$ cat src/common/clock_ctrl_pkg.sv
package clock_ctrl_pkg;

  // Count of individual bus clock outputs
  localparam int          NUM_BUS_CLK     = 5;
  // Count of local bus clock outputs
  localparam int          NUM_LOCAL_BUS_INTERNAL_CLOCK      = 3;

  // Register byte offsets
  localparam logic [7:0]  OFS_OUT_CLK_CTL = 8'h00;
  localparam logic [7:0]  OFS_LB_RATIO    = 8'h04;
  localparam logic [7:0]  OFS_UNIT_CTL    = 8'h08;
  localparam logic [7:0]  OFS_CFG_STATUS  = 8'h0c;
  localparam logic [7:0]  OFS_RCW_LOW     = 8'h10;
  localparam logic [7:0]  OFS_RATIO_STAT  = 8'h14;

  // Reset values
  localparam logic [NUM_BUS_CLK-1:0] OUT_CLK_CTL_RST = 5'h1f;
  localparam logic [1:0]  LB_DIV_RST      = 2'h0;
  localparam logic [1:0]  SEC_SEL_RST     = 2'h3;
  localparam logic        PCI_DMA_EN_RST  = 1'b1;

  // Local bus divider field codes
  localparam logic [1:0]  LB_DIV_2        = 2'h0;
  localparam logic [1:0]  LB_DIV_4        = 2'h1;
  // Security core clock select codes
  localparam logic [1:0]  SEC_OFF         = 2'h0;
  localparam logic [1:0]  SEC_FULL        = 2'h1;
  localparam logic [1:0]  SEC_HALF        = 2'h2;

  // Divider ratios, zero meaning clock stopped
  localparam logic [3:0]  RATIO_OFF       = 4'h0;
  localparam logic [3:0]  RATIO_1         = 4'h1;
  localparam logic [3:0]  RATIO_2         = 4'h2;
  localparam logic [3:0]  RATIO_3         = 4'h3;
  localparam logic [3:0]  RATIO_4         = 4'h4;
  localparam logic [3:0]  RATIO_8         = 4'h8;

  // System multiplier code that stands for sixteen
  localparam logic [3:0]  SYSTEM_PLL_MULTIPLIER_CODE_16    = 4'h0;
  localparam logic [4:0]  SYSTEM_PLL_MULTIPLIER_MULT_16    = 5'h10;

  // Sync input frequency in kHz and the security full-rate limit
  localparam int          SYNC_IN_KHZ     = 33333;
  localparam int          SEC_FULL_MAX_MHZ = 166;
  localparam int          SEC_FULL_MAX_KHZ = SEC_FULL_MAX_MHZ * 1000;

  // Cycles the strap synchronisers need before straps are trusted
  localparam logic [1:0]  STRAP_SETTLE    = 2'h3;

  // Low reset configuration word layout
  typedef struct packed {
    logic [12:0] reserved;
    logic        local_bus_clock_mode;
    logic        first_memctl_clock_mode;
    logic        engine_pll_divider;
    logic [4:0]  engine_pll_multiplier;
    logic [6:0]  core_pll_setting;
    logic [3:0]  system_pll_multiplier;
  } rcw_low_t;

  // Word used by the hard-coded reset option
  localparam rcw_low_t    RCW_HARD_DEFAULT = 32'h0000_0004;

  // Straps caught after reset
  typedef struct packed {
    logic host_mode_select;
    logic bus_clock_drive_select;
    logic input_divide_strap;
  } strap_t;

  // Primary clock source
  typedef enum logic [1:0] {
    SRC_DEDICATED,
    SRC_BUS_CLOCK,
    SRC_SYNC_IN
  } src_sel_t;

endpackage

$ cat src/clock_generation_control.sv
`timescale 1ns/1ns
// What this block does
// - Host and drive straps: dedicated clock is primary
// - Dedicated clock feeds halver, sync and outputs
// - Sync output: input clock or half, by strap
// - Each bus clock output has own enable
// - Host without drive: sync input is primary
// - System ratio: (1 + divide strap) times multiplier
// - Core ratio and multipliers from low config word
// - Engine ratio: multiplier over one plus divider
// - Memory clock: system times mode, halved out
// - Local bus clock: system times (1 + mode bit)
// - Local bus outputs divide by 2, 4, 8
// - Security clock: default third, full only <=166MHz
// - PCI/DMA clock: default full, switchable off
module clock_generation_control (
  input  wire logic                   clk_sys,
  input  wire logic                   arst_n,
  // Wishbone slave
  input  wire logic                   wb_cyc_i,
  input  wire logic                   wb_stb_i,
  input  wire logic                   wb_we_i,
  input  wire logic [7:0]             wb_adr_i,
  input  wire logic [3:0]             wb_sel_i,
  input  wire logic [31:0]            wb_dat_i,
  output logic      [31:0]            wb_dat_o,
  output logic                        wb_ack_o,
  // Straps and reset configuration
  input  wire logic                   host_mode_select,
  input  wire logic                   bus_clock_drive_select,
  input  wire logic                   input_divide_strap,
  input  wire logic                   hard_reset_option,
  input  wire logic [31:0]            reset_config_word_low,
  // Clock pins, sampled as ordinary inputs
  input  wire logic                   dedicated_clock_input,
  input  wire logic                   bus_clock_input,
  input  wire logic                   sync_clock_input,
  // Clock outputs
  output logic [clock_ctrl_pkg::NUM_BUS_CLK-1:0] bus_clock_output_n,
  output logic                        sync_clock_output,
  output logic [clock_ctrl_pkg::NUM_LOCAL_BUS_INTERNAL_CLOCK-1:0]  local_bus_clock_outputs,
  output logic                        local_bus_sync_output,
  output logic [1:0]                  memory_clock_pair,
  output logic                        security_clock_enable,
  output logic                        pci_dma_clock_enable,
  output logic [1:0]                  primary_source
);

  // Decoded system multiplier: code zero means sixteen
  function automatic logic [4:0] system_pll_multiplier_mult(input logic [3:0] code);
    if (code == clock_ctrl_pkg::SYSTEM_PLL_MULTIPLIER_CODE_16) begin
      return clock_ctrl_pkg::SYSTEM_PLL_MULTIPLIER_MULT_16;
    end
    return {1'b0, code};
  endfunction

  // Edge detector helper for the sampled clock pins
  function automatic logic rise(input logic now_v, input logic was_v);
    return now_v & ~was_v;
  endfunction

  // Pin synchronisers, one pair each, plus a history stage on each clock pin
  logic [2:0] strap_s1_q;            // First stage, straps
  logic [2:0] strap_s2_q;            // Second stage, straps
  logic       ref_s1_q;              // First stage, dedicated clock
  logic       ref_s2_q;              // Second stage, dedicated clock
  logic       ref_s3_q;              // History for edge detect
  logic       pcl_s1_q;              // First stage, bus clock pin
  logic       pcl_s2_q;
  logic       pcl_s3_q;
  logic       syn_s1_q;              // First stage, sync input
  logic       syn_s2_q;
  logic       syn_s3_q;

  // Configuration captured after reset release
  logic [1:0]                  settle_q;    // Synchroniser settle count
  logic                        captured_q;  // Straps are valid
  clock_ctrl_pkg::strap_t      strap_q;     // Latched straps
  clock_ctrl_pkg::rcw_low_t    rcw_q;       // Latched config word
  clock_ctrl_pkg::src_sel_t    src_q;       // Primary source
  logic                        full_ok_q;   // Security full rate allowed
  logic [31:0]                 csb_khz_d;   // System clock estimate

  // Software registers
  logic [clock_ctrl_pkg::NUM_BUS_CLK-1:0] out_en_q;   // Output enables
  logic [1:0]                  lb_div_q;    // Local bus divider field
  logic [1:0]                  sec_sel_q;   // Security clock select
  logic                        pci_en_q;    // PCI/DMA clock enable
  logic                        sec_refused_q; // Full rate was refused

  // Clock generation state
  logic                        half_q;      // Dedicated clock halved
  logic [clock_ctrl_pkg::NUM_BUS_CLK-1:0] gate_q; // Applied enables
  logic                        prim_tick;   // Primary clock rising edge
  logic                        ref_tick;    // Dedicated clock edge
  logic                        mem_tick_q;  // Memory clock edge
  logic                        mem_half_q;  // Memory clock phase
  logic [3:0]                  lb_ratio;    // Local bus divide ratio
  logic [3:0]                  sec_ratio;   // Security divide ratio
  logic [3:0]                  pci_ratio;   // PCI/DMA divide ratio
  logic                        lb_level;
  logic                        sec_pulse;
  logic                        pci_pulse;
  logic                        req;         // New bus request
  logic [31:0]                 rd_d;        // Read mux

  // Two-flop synchronisers for strap and clock pins; clock pins add a third stage that feeds edge detect
  always_ff @(posedge clk_sys or negedge arst_n) begin
    if (!arst_n) begin
      strap_s1_q <= 3'h0;
      strap_s2_q <= 3'h0;
      {ref_s1_q, ref_s2_q, ref_s3_q} <= 3'h0;
      {pcl_s1_q, pcl_s2_q, pcl_s3_q} <= 3'h0;
      {syn_s1_q, syn_s2_q, syn_s3_q} <= 3'h0;
    end else begin
      strap_s1_q <= {host_mode_select, bus_clock_drive_select,
                     input_divide_strap};
      strap_s2_q <= strap_s1_q;
      ref_s1_q   <= dedicated_clock_input;
      ref_s2_q   <= ref_s1_q;
      ref_s3_q   <= ref_s2_q;
      pcl_s1_q   <= bus_clock_input;
      pcl_s2_q   <= pcl_s1_q;
      pcl_s3_q   <= pcl_s2_q;
      syn_s1_q   <= sync_clock_input;
      syn_s2_q   <= syn_s1_q;
      syn_s3_q   <= syn_s2_q;
    end
  end

  // Estimated system clock: sync input times (1 + div) times multiplier
  always_comb begin
    csb_khz_d = clock_ctrl_pkg::SYNC_IN_KHZ *
                (32'd1 + {31'd0, strap_s2_q[0]}) *
                {27'd0, system_pll_multiplier_mult(hard_reset_option ?
                  clock_ctrl_pkg::RCW_HARD_DEFAULT.system_pll_multiplier :
                  reset_config_word_low[3:0])};
  end

  // Catch straps and config word once the synchronisers have settled
  always_ff @(posedge clk_sys or negedge arst_n) begin
    if (!arst_n) begin
      settle_q   <= 2'h0;
      captured_q <= 1'b0;
      strap_q    <= '0;
      rcw_q      <= '0;
      src_q      <= clock_ctrl_pkg::SRC_BUS_CLOCK;
      full_ok_q  <= 1'b0;
    end else if (!captured_q) begin
      if (settle_q != clock_ctrl_pkg::STRAP_SETTLE) begin
        settle_q <= settle_q + 2'h1;
      end else begin
        captured_q <= 1'b1;
        strap_q    <= strap_s2_q;
        // Pin word, or the hard-coded option
        rcw_q      <= hard_reset_option ?
                      clock_ctrl_pkg::RCW_HARD_DEFAULT :
                      reset_config_word_low;
        full_ok_q  <= csb_khz_d <= clock_ctrl_pkg::SEC_FULL_MAX_KHZ;
        // Primary source selection
        if (strap_s2_q[2] && strap_s2_q[1]) begin
          src_q <= clock_ctrl_pkg::SRC_DEDICATED;
        end else if (strap_s2_q[2]) begin
          src_q <= clock_ctrl_pkg::SRC_SYNC_IN;
        end else begin
          src_q <= clock_ctrl_pkg::SRC_BUS_CLOCK;
        end
      end
    end
  end

  // Edge ticks of the primary source and the dedicated clock
  always_comb begin
    ref_tick = rise(ref_s2_q, ref_s3_q);
    case (src_q)
      clock_ctrl_pkg::SRC_DEDICATED: prim_tick = ref_tick;
      clock_ctrl_pkg::SRC_SYNC_IN:   prim_tick = rise(syn_s2_q, syn_s3_q);
      clock_ctrl_pkg::SRC_BUS_CLOCK: prim_tick = rise(pcl_s2_q, pcl_s3_q);
      default:                       prim_tick = 1'b0;
    endcase
  end

  // Fixed halver of the dedicated clock, used only when driving
  always_ff @(posedge clk_sys or negedge arst_n) begin
    if (!arst_n) begin
      half_q <= 1'b0;
    end else if (src_q == clock_ctrl_pkg::SRC_DEDICATED && ref_tick) begin
      half_q <= ~half_q;
    end
  end

  // Enables are applied only while the halved clock is low, so a
  // change cannot chop a high phase short
  always_ff @(posedge clk_sys or negedge arst_n) begin
    if (!arst_n) begin
      gate_q <= '0;
    end else if (!half_q) begin
      gate_q <= out_en_q;
    end
  end

  // Bus clock outputs, each behind its own enable
  always_ff @(posedge clk_sys or negedge arst_n) begin
    if (!arst_n) begin
      bus_clock_output_n <= '0;
    end else begin
      bus_clock_output_n <= (src_q == clock_ctrl_pkg::SRC_DEDICATED) ?
                            gate_q & {clock_ctrl_pkg::NUM_BUS_CLK{half_q}} :
                            '0;
    end
  end

  // Sync output: full input clock or the halved one
  always_ff @(posedge clk_sys or negedge arst_n) begin
    if (!arst_n) begin
      sync_clock_output <= 1'b0;
    end else if (src_q == clock_ctrl_pkg::SRC_DEDICATED) begin
      sync_clock_output <= strap_q.input_divide_strap ?
                           half_q : ref_s3_q;
    end else begin
      sync_clock_output <= 1'b0;
    end
  end

  // Memory clock pair: internal edges halved into a true/inverted pair;
  // a set mode bit doubles the internal rate, so every edge counts
  always_ff @(posedge clk_sys or negedge arst_n) begin
    if (!arst_n) begin
      mem_tick_q <= 1'b0;
      mem_half_q <= 1'b0;
    end else if (prim_tick) begin
      mem_tick_q <= ~mem_tick_q;
      if (mem_tick_q || rcw_q.first_memctl_clock_mode) begin
        mem_half_q <= ~mem_half_q;
      end
    end
  end

  always_ff @(posedge clk_sys or negedge arst_n) begin
    if (!arst_n) begin
      memory_clock_pair <= 2'h0;
    end else begin
      memory_clock_pair <= captured_q ? {mem_half_q, ~mem_half_q} : 2'h0;
    end
  end

  // Local bus ratio; a set mode bit runs the internal clock at twice
  // the system rate, so the edge divider is halved
  always_comb begin
    case (lb_div_q)
      clock_ctrl_pkg::LB_DIV_2: lb_ratio = clock_ctrl_pkg::RATIO_2;
      clock_ctrl_pkg::LB_DIV_4: lb_ratio = clock_ctrl_pkg::RATIO_4;
      default:                  lb_ratio = clock_ctrl_pkg::RATIO_8;
    endcase
    if (!rcw_q.local_bus_clock_mode) begin
      lb_ratio = lb_ratio;
    end else begin
      lb_ratio = lb_ratio >> 1;
    end
    if (!captured_q) begin
      lb_ratio = clock_ctrl_pkg::RATIO_OFF;
    end
  end

  // Security and PCI/DMA ratios; full rate falls back to half when
  // the system clock is too fast for the security core
  always_comb begin
    case (sec_sel_q)
      clock_ctrl_pkg::SEC_OFF:  sec_ratio = clock_ctrl_pkg::RATIO_OFF;
      clock_ctrl_pkg::SEC_FULL: sec_ratio = full_ok_q ?
                                  clock_ctrl_pkg::RATIO_1 :
                                  clock_ctrl_pkg::RATIO_2;
      clock_ctrl_pkg::SEC_HALF: sec_ratio = clock_ctrl_pkg::RATIO_2;
      default:                  sec_ratio = clock_ctrl_pkg::RATIO_3;
    endcase
    pci_ratio = pci_en_q ? clock_ctrl_pkg::RATIO_1 :
                           clock_ctrl_pkg::RATIO_OFF;
  end

  // Local bus divider on primary clock edges
  unit_clock_divider u_lb_div (
    .clk_sys (clk_sys),
    .arst_n  (arst_n),
    .tick    (prim_tick),
    .ratio   (lb_ratio),
    .pulse   (),
    .level   (lb_level)
  );

  // Security core enable, system clock modelled by clk_sys
  unit_clock_divider u_sec_div (
    .clk_sys (clk_sys),
    .arst_n  (arst_n),
    .tick    (1'b1),
    .ratio   (sec_ratio),
    .pulse   (sec_pulse),
    .level   ()
  );

  // PCI and DMA complex enable
  unit_clock_divider u_pci_div (
    .clk_sys (clk_sys),
    .arst_n  (arst_n),
    .tick    (1'b1),
    .ratio   (pci_ratio),
    .pulse   (pci_pulse),
    .level   ()
  );

  // Registered clock and enable outputs
  always_ff @(posedge clk_sys or negedge arst_n) begin
    if (!arst_n) begin
      local_bus_clock_outputs <= '0;
      local_bus_sync_output   <= 1'b0;
      security_clock_enable   <= 1'b0;
      pci_dma_clock_enable    <= 1'b0;
      primary_source          <= 2'h0;
    end else begin
      local_bus_clock_outputs <= {clock_ctrl_pkg::NUM_LOCAL_BUS_INTERNAL_CLOCK{lb_level}};
      local_bus_sync_output   <= lb_level;
      security_clock_enable   <= sec_pulse;
      pci_dma_clock_enable    <= pci_pulse;
      primary_source          <= src_q;
    end
  end

  // A request is taken once; ack drops the cycle after
  assign req = wb_cyc_i && wb_stb_i && !wb_ack_o;

  // Software writes; only byte lane 0 holds control fields
  always_ff @(posedge clk_sys or negedge arst_n) begin
    if (!arst_n) begin
      out_en_q      <= clock_ctrl_pkg::OUT_CLK_CTL_RST;
      lb_div_q      <= clock_ctrl_pkg::LB_DIV_RST;
      sec_sel_q     <= clock_ctrl_pkg::SEC_SEL_RST;
      pci_en_q      <= clock_ctrl_pkg::PCI_DMA_EN_RST;
      sec_refused_q <= 1'b0;
    end else if (req && wb_we_i && wb_sel_i[0]) begin
      case (wb_adr_i)
        clock_ctrl_pkg::OFS_OUT_CLK_CTL:
          out_en_q <= wb_dat_i[clock_ctrl_pkg::NUM_BUS_CLK-1:0];
        clock_ctrl_pkg::OFS_LB_RATIO:
          lb_div_q <= wb_dat_i[1:0];
        clock_ctrl_pkg::OFS_UNIT_CTL: begin
          sec_sel_q     <= wb_dat_i[1:0];
          pci_en_q      <= wb_dat_i[2];
          sec_refused_q <= wb_dat_i[1:0] == clock_ctrl_pkg::SEC_FULL &&
                           !full_ok_q;
        end
        default: ;
      endcase
    end
  end

  // Read mux; unmapped offsets answer zero
  always_comb begin
    rd_d = 32'h0;
    case (wb_adr_i)
      clock_ctrl_pkg::OFS_OUT_CLK_CTL:
        rd_d[clock_ctrl_pkg::NUM_BUS_CLK-1:0] = out_en_q;
      clock_ctrl_pkg::OFS_LB_RATIO:  rd_d[1:0] = lb_div_q;
      clock_ctrl_pkg::OFS_UNIT_CTL:  rd_d[3:0] = {sec_refused_q, pci_en_q,
                                                  sec_sel_q};
      clock_ctrl_pkg::OFS_CFG_STATUS:
        rd_d[6:0] = {full_ok_q, captured_q, src_q, strap_q};
      clock_ctrl_pkg::OFS_RCW_LOW:   rd_d = rcw_q;
      clock_ctrl_pkg::OFS_RATIO_STAT: begin
        // System ratio, engine numerator and denominator, mode ratios
        rd_d[5:0]   = {1'b0, system_pll_multiplier_mult(rcw_q.system_pll_multiplier)} <<
                      strap_q.input_divide_strap;
        rd_d[12:8]  = rcw_q.engine_pll_multiplier;
        rd_d[17:16] = 2'h1 + {1'b0, rcw_q.engine_pll_divider};
        rd_d[25:24] = 2'h1 + {1'b0, rcw_q.first_memctl_clock_mode};
        rd_d[29:28] = 2'h1 + {1'b0, rcw_q.local_bus_clock_mode};
      end
      default: rd_d = 32'h0;
    endcase
  end

  // Bus answer one cycle after the request appears
  always_ff @(posedge clk_sys or negedge arst_n) begin
    if (!arst_n) begin
      wb_ack_o <= 1'b0;
      wb_dat_o <= 32'h0;
    end else begin
      wb_ack_o <= req;
      wb_dat_o <= req ? rd_d : 32'h0;
    end
  end

endmodule

$ cat src/unit_clock_divider.sv
`timescale 1ns/1ns
// Divides a stream of tick pulses by a ratio; ratio zero stops the clock.
// A new ratio is only taken at a period boundary, so no short pulse or
// truncated high phase can appear at the output.
module unit_clock_divider (
  input  wire logic       clk_sys,
  input  wire logic       arst_n,
  input  wire logic       tick,
  input  wire logic [3:0] ratio,
  output logic            pulse,
  output logic            level
);

  logic [3:0] ratio_q;   // Ratio in force for the current period
  logic [3:0] count_q;   // Ticks seen within the current period

  // Count ticks; adopt a new ratio only when a period has ended
  always_ff @(posedge clk_sys or negedge arst_n) begin
    if (!arst_n) begin
      ratio_q <= clock_ctrl_pkg::RATIO_OFF;
      count_q <= clock_ctrl_pkg::RATIO_OFF;
    end else if (count_q == clock_ctrl_pkg::RATIO_OFF) begin
      // Boundary: stopped or just wrapped
      ratio_q <= ratio;
      if (tick && ratio != clock_ctrl_pkg::RATIO_OFF &&
          ratio != clock_ctrl_pkg::RATIO_1) begin
        count_q <= clock_ctrl_pkg::RATIO_1;
      end
    end else if (tick) begin
      // Inside a period; wrap after the last tick
      if (count_q == ratio_q - clock_ctrl_pkg::RATIO_1) begin
        count_q <= clock_ctrl_pkg::RATIO_OFF;
      end else begin
        count_q <= count_q + clock_ctrl_pkg::RATIO_1;
      end
    end
  end

  // One pulse per period, on the period's first tick
  always_ff @(posedge clk_sys or negedge arst_n) begin
    if (!arst_n) begin
      pulse <= 1'b0;
    end else begin
      pulse <= tick && count_q == clock_ctrl_pkg::RATIO_OFF &&
               ratio != clock_ctrl_pkg::RATIO_OFF;
    end
  end

  // Square clock: high over the first half of each period
  always_ff @(posedge clk_sys or negedge arst_n) begin
    if (!arst_n) begin
      level <= 1'b0;
    end else if (tick) begin
      if (count_q == clock_ctrl_pkg::RATIO_OFF) begin
        level <= ratio != clock_ctrl_pkg::RATIO_OFF;
      end else if ({count_q, 1'b0} >= {1'b0, ratio_q}) begin
        level <= 1'b0;
      end
    end
  end

endmodule

$ cat config.mk
export PLATFORM = sky130hd
export DESIGN_NAME = clock_generation_control
export DESIGN_NICKNAME = d
export VERILOG_FILES = /design/src/common/clock_ctrl_pkg.sv /design/src/clock_generation_control.sv /design/src/unit_clock_divider.sv
export SDC_FILE = /design/constraint.sdc
export NUM_CORES = 1
export LEC_CHECK = 0
export ABC_CLOCK_PERIOD_IN_PS = 4900
export BUFFER_PORTS_ARGS = -buffer_cell sky130_fd_sc_hd__buf_4
export CORE_UTILIZATION = 25
export DETAILED_ROUTE_END_ITERATION = 10
export GPL_TIMING_DRIVEN = 0
export PLACE_DENSITY_LB_ADDON = 0.1
export SYNTH_ARGS = -nofsm -noshare
export SYNTH_HDL_FRONTEND = slang
export SYNTH_HIERARCHICAL = 1
export SYNTH_SLANG_ARGS = --single-unit
export TNS_END_PERCENT = 20
$ cat constraint.sdc
create_clock -name clk_sys -period 4.9 [get_ports clk_sys]
set_input_delay 0 -clock clk_sys [delete_from_list [all_inputs] [get_ports clk_sys]]
set_output_delay 0 -clock clk_sys [all_outputs]
set_load 0.02 [all_outputs]
==> results.yml, run 1 <==
finish:
  final_cell_mix: "dfrtp_1, buf_4, nand2_1, inv_1, o21ai_0"
  layout.filler_cells: 3253
  antenna_cells: 0
  final_common_cell: "dfrtp_1"
  drive_gt1_frac: 0.188
  layout.nets: 1133
  stdcell_count: 1398
  seqCellArea_um2: 3710
  multiInputGateArea_um2: 3910
  area_delta_synth_final_pct: 31.3
routing:
  drc: 0
  ant_nets: 0
  num_vias: 6165
  initialDrtViolationCount: 245
  post_drt_via_cell_ratio: 4.41
  wl_um: 21200
  dr.pass1.iters: 4
  routedWlPerCell_um: 15.2
yosys:
  syn_area_um2: 7960
  syn_area_per_cell_um2: 10.0
  yosysWarnings: 6
  synth_cells: 793
worst_setup_path:
  cp.required_ns: 5.22
  critPathTopFamily: "simple AND/OR/NAND/NOR gates"
  crit_path_cell_trace: "dlygate4sd3_1, buf_4, or4_1, inv_1, a21o_1, ha_1, fa_1, inv_1, fa_1, inv_1, ha_1, or4_4, o2111a_1, or4_4, o211ai_2, a22oi_2, o41ai_2"
  crit_slowest_cell: "or4_4"
  arrival_ns: 4.99
  r2r-start: "strap_s2_q[0]$_DFF_PN0_"
  endpoint_kind: "flop"
  crit_start: "reset_config_word_low[3]"
  cp_num_buf_inv: 5
  crit_top_cell: "inv_1"
  crit_type: "in2reg"
  slowest_delay_ns: 0.56
  cp_max_fo: 3
  worstSetupStartpointType: "primary input"
global_route:
  grt_pass1_vias: 6126
  top_usage_layer: "met2"
  grt_util_met2: 0.210
  grt_max_degree: 92
  antenna_found_initial: 0
  met1_usage: 0.192
  grt_pass1_wl_um: 34400
  grt_remaining_overflow: 0
  track_usage: 0.136
  gr-usage-met3: 0.0228
place:
  dp.cells: 1320
  gp_congestion: 0.788
  post-dp-hpwl_um: 15700
  io_buffers: 106
clocking:
  cts_setup_buffers: 0
  path_clk_slew_ns: 0.06
  cts_max_path_buffers: 2
  root_buffer: "clkbuf_16"
  cts_tree: "yes"
  cts_max_level: 4
  clock_sinks: 148
  clk_latency_ns: 0.43
  cts_inserted_buffers: 17
floorplanning:
  rows: 64
  dieArea_um2: 32500
  die_w_um: 180
  core_area_um2: 30900
  ios: 137
  start_util: 0.257
  die_h_um: 180
power_and_ir_drop:
  ir_worst_vdd_mv: 0.257
  powerDensity_nw_per_um2: 372
  p_leak_nw: 5.01
sta:
  hold_violations: 0
  worst_pin_slew_ns: 0.987
  final-setup-viol-count: 0
  final_max_slew_viol_count: 0
  clock_skew_ns: 0.0123
  maxSlewHeadroom: 0.336
  timing.hold.ws_ns: 0.0275
  period_needed_ns: 4.66
  fin_crit_sh: 0.952
  fmax_mhz: 214
  rsz0062_at_grt: "false"
flow_run:
  maxCapViolations: 0
run_status:
  status: "complete, no violations"
min_path:
  min-delay-path-class: "in2reg"
  min-delay-start: "wb_adr_i[4]"
-- final cells by class --
type	count	share of cell area
clock buffer	23	0.0438
inverter	74	0.0266
sequential	148	0.356
clock inverter	9	0.0123
tap	396	0.0474
multi-input combinational	559	0.375
timing repair buffer	154	0.125
buffer	35	0.0152
-- metrics by stage --
stage | worst slack [ns] | total power [mW] | util | setup TNS (ns) | area [um2]
2_1_floorplan | 0.601 | 2.24 | - | 0 | 8050
3_3_place_gp | -0.150 | 2.56 | 0.302 | -0.150 | 9340
3_5_place_dp | -0.0729 | 2.56 | 0.303 | -0.0729 | 9370
4_1_cts | 0.0174 | 3.95 | 0.337 | 0 | 10400
5_1_grt | 0.00122 | 4.15 | 0.338 | 0 | 10400
6_report | 0.236 | 3.89 | 0.338 | 0 | 10400
-- tightest hold or removal path: stages --
cell,delay (ns)
buf_4,0.12
o32ai_1,0.09
o21ai_1,0.11
a21oi_1,0.07
-- final timing paths --
kind | to | slack [ns] | cells after the start
max | full_ok_q$_DFFE_PN0P_ | 0.24 | 17
min | wb_dat_o[0]$_DFF_PN0_ | 0.03 | 4
max reg2reg | full_ok_q$_DFFE_PN0P_ | 0.26 | 15
min reg2reg | security_clock_enable$_DFF_PN0_ | 0.35 | 0
max in group asynchronous | sec_sel_q[0]$_DFFE_PN1P_ | 3.97 | 3
min in group asynchronous | u_lb_div/count_q[1]$_DFFE_PN0P_ | 0.09 | 2
-- power breakdown --
group / internal, mW / switching [mW]
logic: 0.505 / 0.572
clock network: 0.814 / 0.513
registers: 1.36 / 0.125
total: 2.68 / 1.21
-- registers in the layout, summed over array words and instances, names as in the netlist, 5 cells and up --
name and flops:
rcw_q 32, bus_clock_output_n 5, gate_q 5, out_en_q 5
wb_dat_o 32
-- metal layers --
| layer | part of all wire | vias up | routed length [um] |
|---|---|---|---|
| met5 | 0 | - | 0 |
| met2 | 0.45 | 112 | 9580 |
| met3 | 0.032 | 14 | 674 |
| li1 | - | 3097 | - |
| met4 | 0.012 | 0 | 248 |
| met1 | 0.51 | 2942 | 10700 |
-- timing repair --
action / 4_1_cts / 5_1_grt
hold endpoints to repair: 109 / 0
resized for setup: 0 / 5
setup endpoints to repair: 0 / 1
hold buffers: 47 / 0
Note: power is estimated with default switching activity, not from simulation.
==> run 2, diff against run 1 <==
Settings changed: ABC_CLOCK_PERIOD_IN_PS 4900 to 5120.
Clock period 4.9 ns to 5.12 ns, I/O delays scaled along.
==> results.yml, run 2 (same netlist as run 1, synthesis figures left out) <==
run_status:
  status: "complete, but fails checks"
  violations: "negative hold slack"
sta:
  maxSlewHeadroom: 0.350
  final-setup-viol-count: 0
  rsz0062_at_grt: "false"
  tns_ns: 0
  fmax_mhz: 206
  timing.hold.ws_ns: -0.00478
  worst_pin_slew_ns: 0.967
  fin_crit_sh: 0.949
  clock_skew_ns: 0.0123
  period_needed_ns: 4.86
  hold_violations: 1
  final_max_slew_viol_count: 0
global_route:
  grt_remaining_overflow: 0
  grt_max_degree: 92
  grt_pass1_wl_um: 34300
  antenna_found_initial: 0
  track_usage: 0.136
  grt_pass1_vias: 6128
clocking:
  cts_max_level: 4
  clock_sinks: 148
  cts_max_path_buffers: 2
  clk_latency_ns: 0.43
  cts_tree: "yes"
  cts_setup_buffers: 0
  cts_inserted_buffers: 17
  root_buffer: "clkbuf_16"
  path_clk_slew_ns: 0.06
worst_setup_path:
  crit_type: "in2reg"
  worstSetupStartpointType: "primary input"
  cp_max_fo: 4
  endpoint_kind: "flop"
  arrival_ns: 5.18
  cp.required_ns: 5.44
  rr_worst_depth: 16
floorplanning:
  die_h_um: 180
  die_w_um: 180
  dieArea_um2: 32500
  core_area_um2: 30900
  start_util: 0.257
  rows: 64
  ios: 137
power_and_ir_drop:
  p_int_mw: 2.56
  ir_worst_vdd_mv: 0.248
  seqPwrFrac: 0.381
  p_sw_mw: 1.16
  p_leak_nw: 5.01
  power.share.switching: 0.312
  powerDensity_nw_per_um2: 356
  power_frac_comb: 0.277
  clkPwrFrac: 0.342
finish:
  antenna_cells: 0
  largestRegisters: "rcw_q (32), wb_dat_o (32)"
  layout.filler_cells: 3251
  fin_util: 0.338
  drive_gt1_frac: 0.188
  final_common_cell: "dfrtp_1"
  layout.nets: 1134
  final_cell_mix: "dfrtp_1, buf_4, nand2_1, inv_1, o21ai_0"
  design_area_um2: 10500
  area_delta_synth_final_pct: 31.4
flow_run:
  maxCapViolations: 0
routing:
  dr.pass1.iters: 4
  num_vias: 6172
  ant_nets: 0
  routedWlPerCell_um: 15.2
  wl_um: 21300
  initialDrtViolationCount: 240
  drc: 0
  post_drt_via_cell_ratio: 4.41
place:
  dpl-instance-area_um2: 9370
  post-dp-hpwl_um: 15700
  io_buffers: 106
  gp_congestion: 0.788
min_path:
  min-delay-path-class: "in2reg"
  holdPathStages: 3
run 2: cell types whose count changed in the layout (fill, tap and decap cells not counted), sizes merged:
cell,before,now
clkbuf,44,45
run 2: worst paths after layout:
| path | from | endpoint | slack, ns |
|---|---|---|---|
| max | reset_config_word_low[2] | full_ok_q$_DFFE_PN0P_ | 0.26 |
| min | hard_reset_option | rcw_q[2]$_DFFE_PN0P_ | -0.005 |
| max reg2reg | strap_s2_q[0]$_DFF_PN0_ | full_ok_q$_DFFE_PN0P_ | 0.30 |
| min reg2reg | u_pci_div/pulse$_DFF_PN0_ | pci_dma_clock_enable$_DFF_PN0_ | 0.35 |
| max in group asynchronous | arst_n | sec_sel_q[0]$_DFFE_PN1P_ | 4.18 |
| min in group asynchronous | arst_n | u_lb_div/count_q[1]$_DFFE_PN0P_ | 0.08 |
run 2: final cells by class:
type                       count  area, um2  share of cell area
sequential                   148       3710               0.355
inverter                      74        278              0.0266
timing repair buffer         154       1300               0.124
clock inverter                 9        129              0.0123
buffer                        36        163              0.0156
clock buffer                  23        458              0.0438
tap                          396        495              0.0474
multi-input combinational    559       3920               0.375
run 2: metal layers:
layer / track usage / wire length [um]
met3: 0.0228 / 658
met2: 0.210 / 9590
met1: 0.192 / 10800
met4: 0.0410 / 249
met5: 0 / 0
run 2: worst max-delay path, cell delays in order:
cell	delay, ns
dlygate4sd3_1	0.54
buf_4	0.14
nor2_2	0.21
inv_1	0.09
or4_1	0.43
inv_1	0.11
a21o_1	0.19
ha_1	0.28
fa_1	0.52
inv_1	0.05
fa_1	0.50
inv_1	0.04
ha_1	0.22
or4_4	0.56
o2111a_1	0.30
or4_4	0.48
o211ai_2	0.09
a22oi_2	0.09
o41ai_2	0.33
run 2: stage by stage:
step / cells / setup slack (ns) / total power, mW / hold slack, ns
CTS: 1399 / 0.0756 / 3.78 / 0.0131
global route: 1399 / 0.0323 / 3.97 / 0.0383
floorplan: 817 / 0.821 / 2.15 / -0.296
finish: 1399 / 0.263 / 3.73 / -0.00478
global placement: 1319 / 0.0699 / 2.45 / 0.111
detailed placement: 1320 / 0.147 / 2.45 / -0.0312
run 2: power by group through the flow:
| stage | Combinational [mW] | Clock [mW] | Sequential (mW) |
|---|---|---|---|
| final | 1.03 | 1.27 | 1.42 |
| after global placement | 1.00 | 0 | 1.44 |
| after detailed placement | 1.01 | 0 | 1.44 |
| after CTS | 1.04 | 1.31 | 1.42 |
| after floorplan | 0.714 | 0 | 1.43 |
| after global routing | 1.17 | 1.35 | 1.44 |
run 2: repair_timing:
item / CTS / global route
hold buffers: 47 / 0
endpoints found under the setup margin: 0 / 1
hold endpoints to repair: 109 / 0
gates resized for setup: 0 / 6
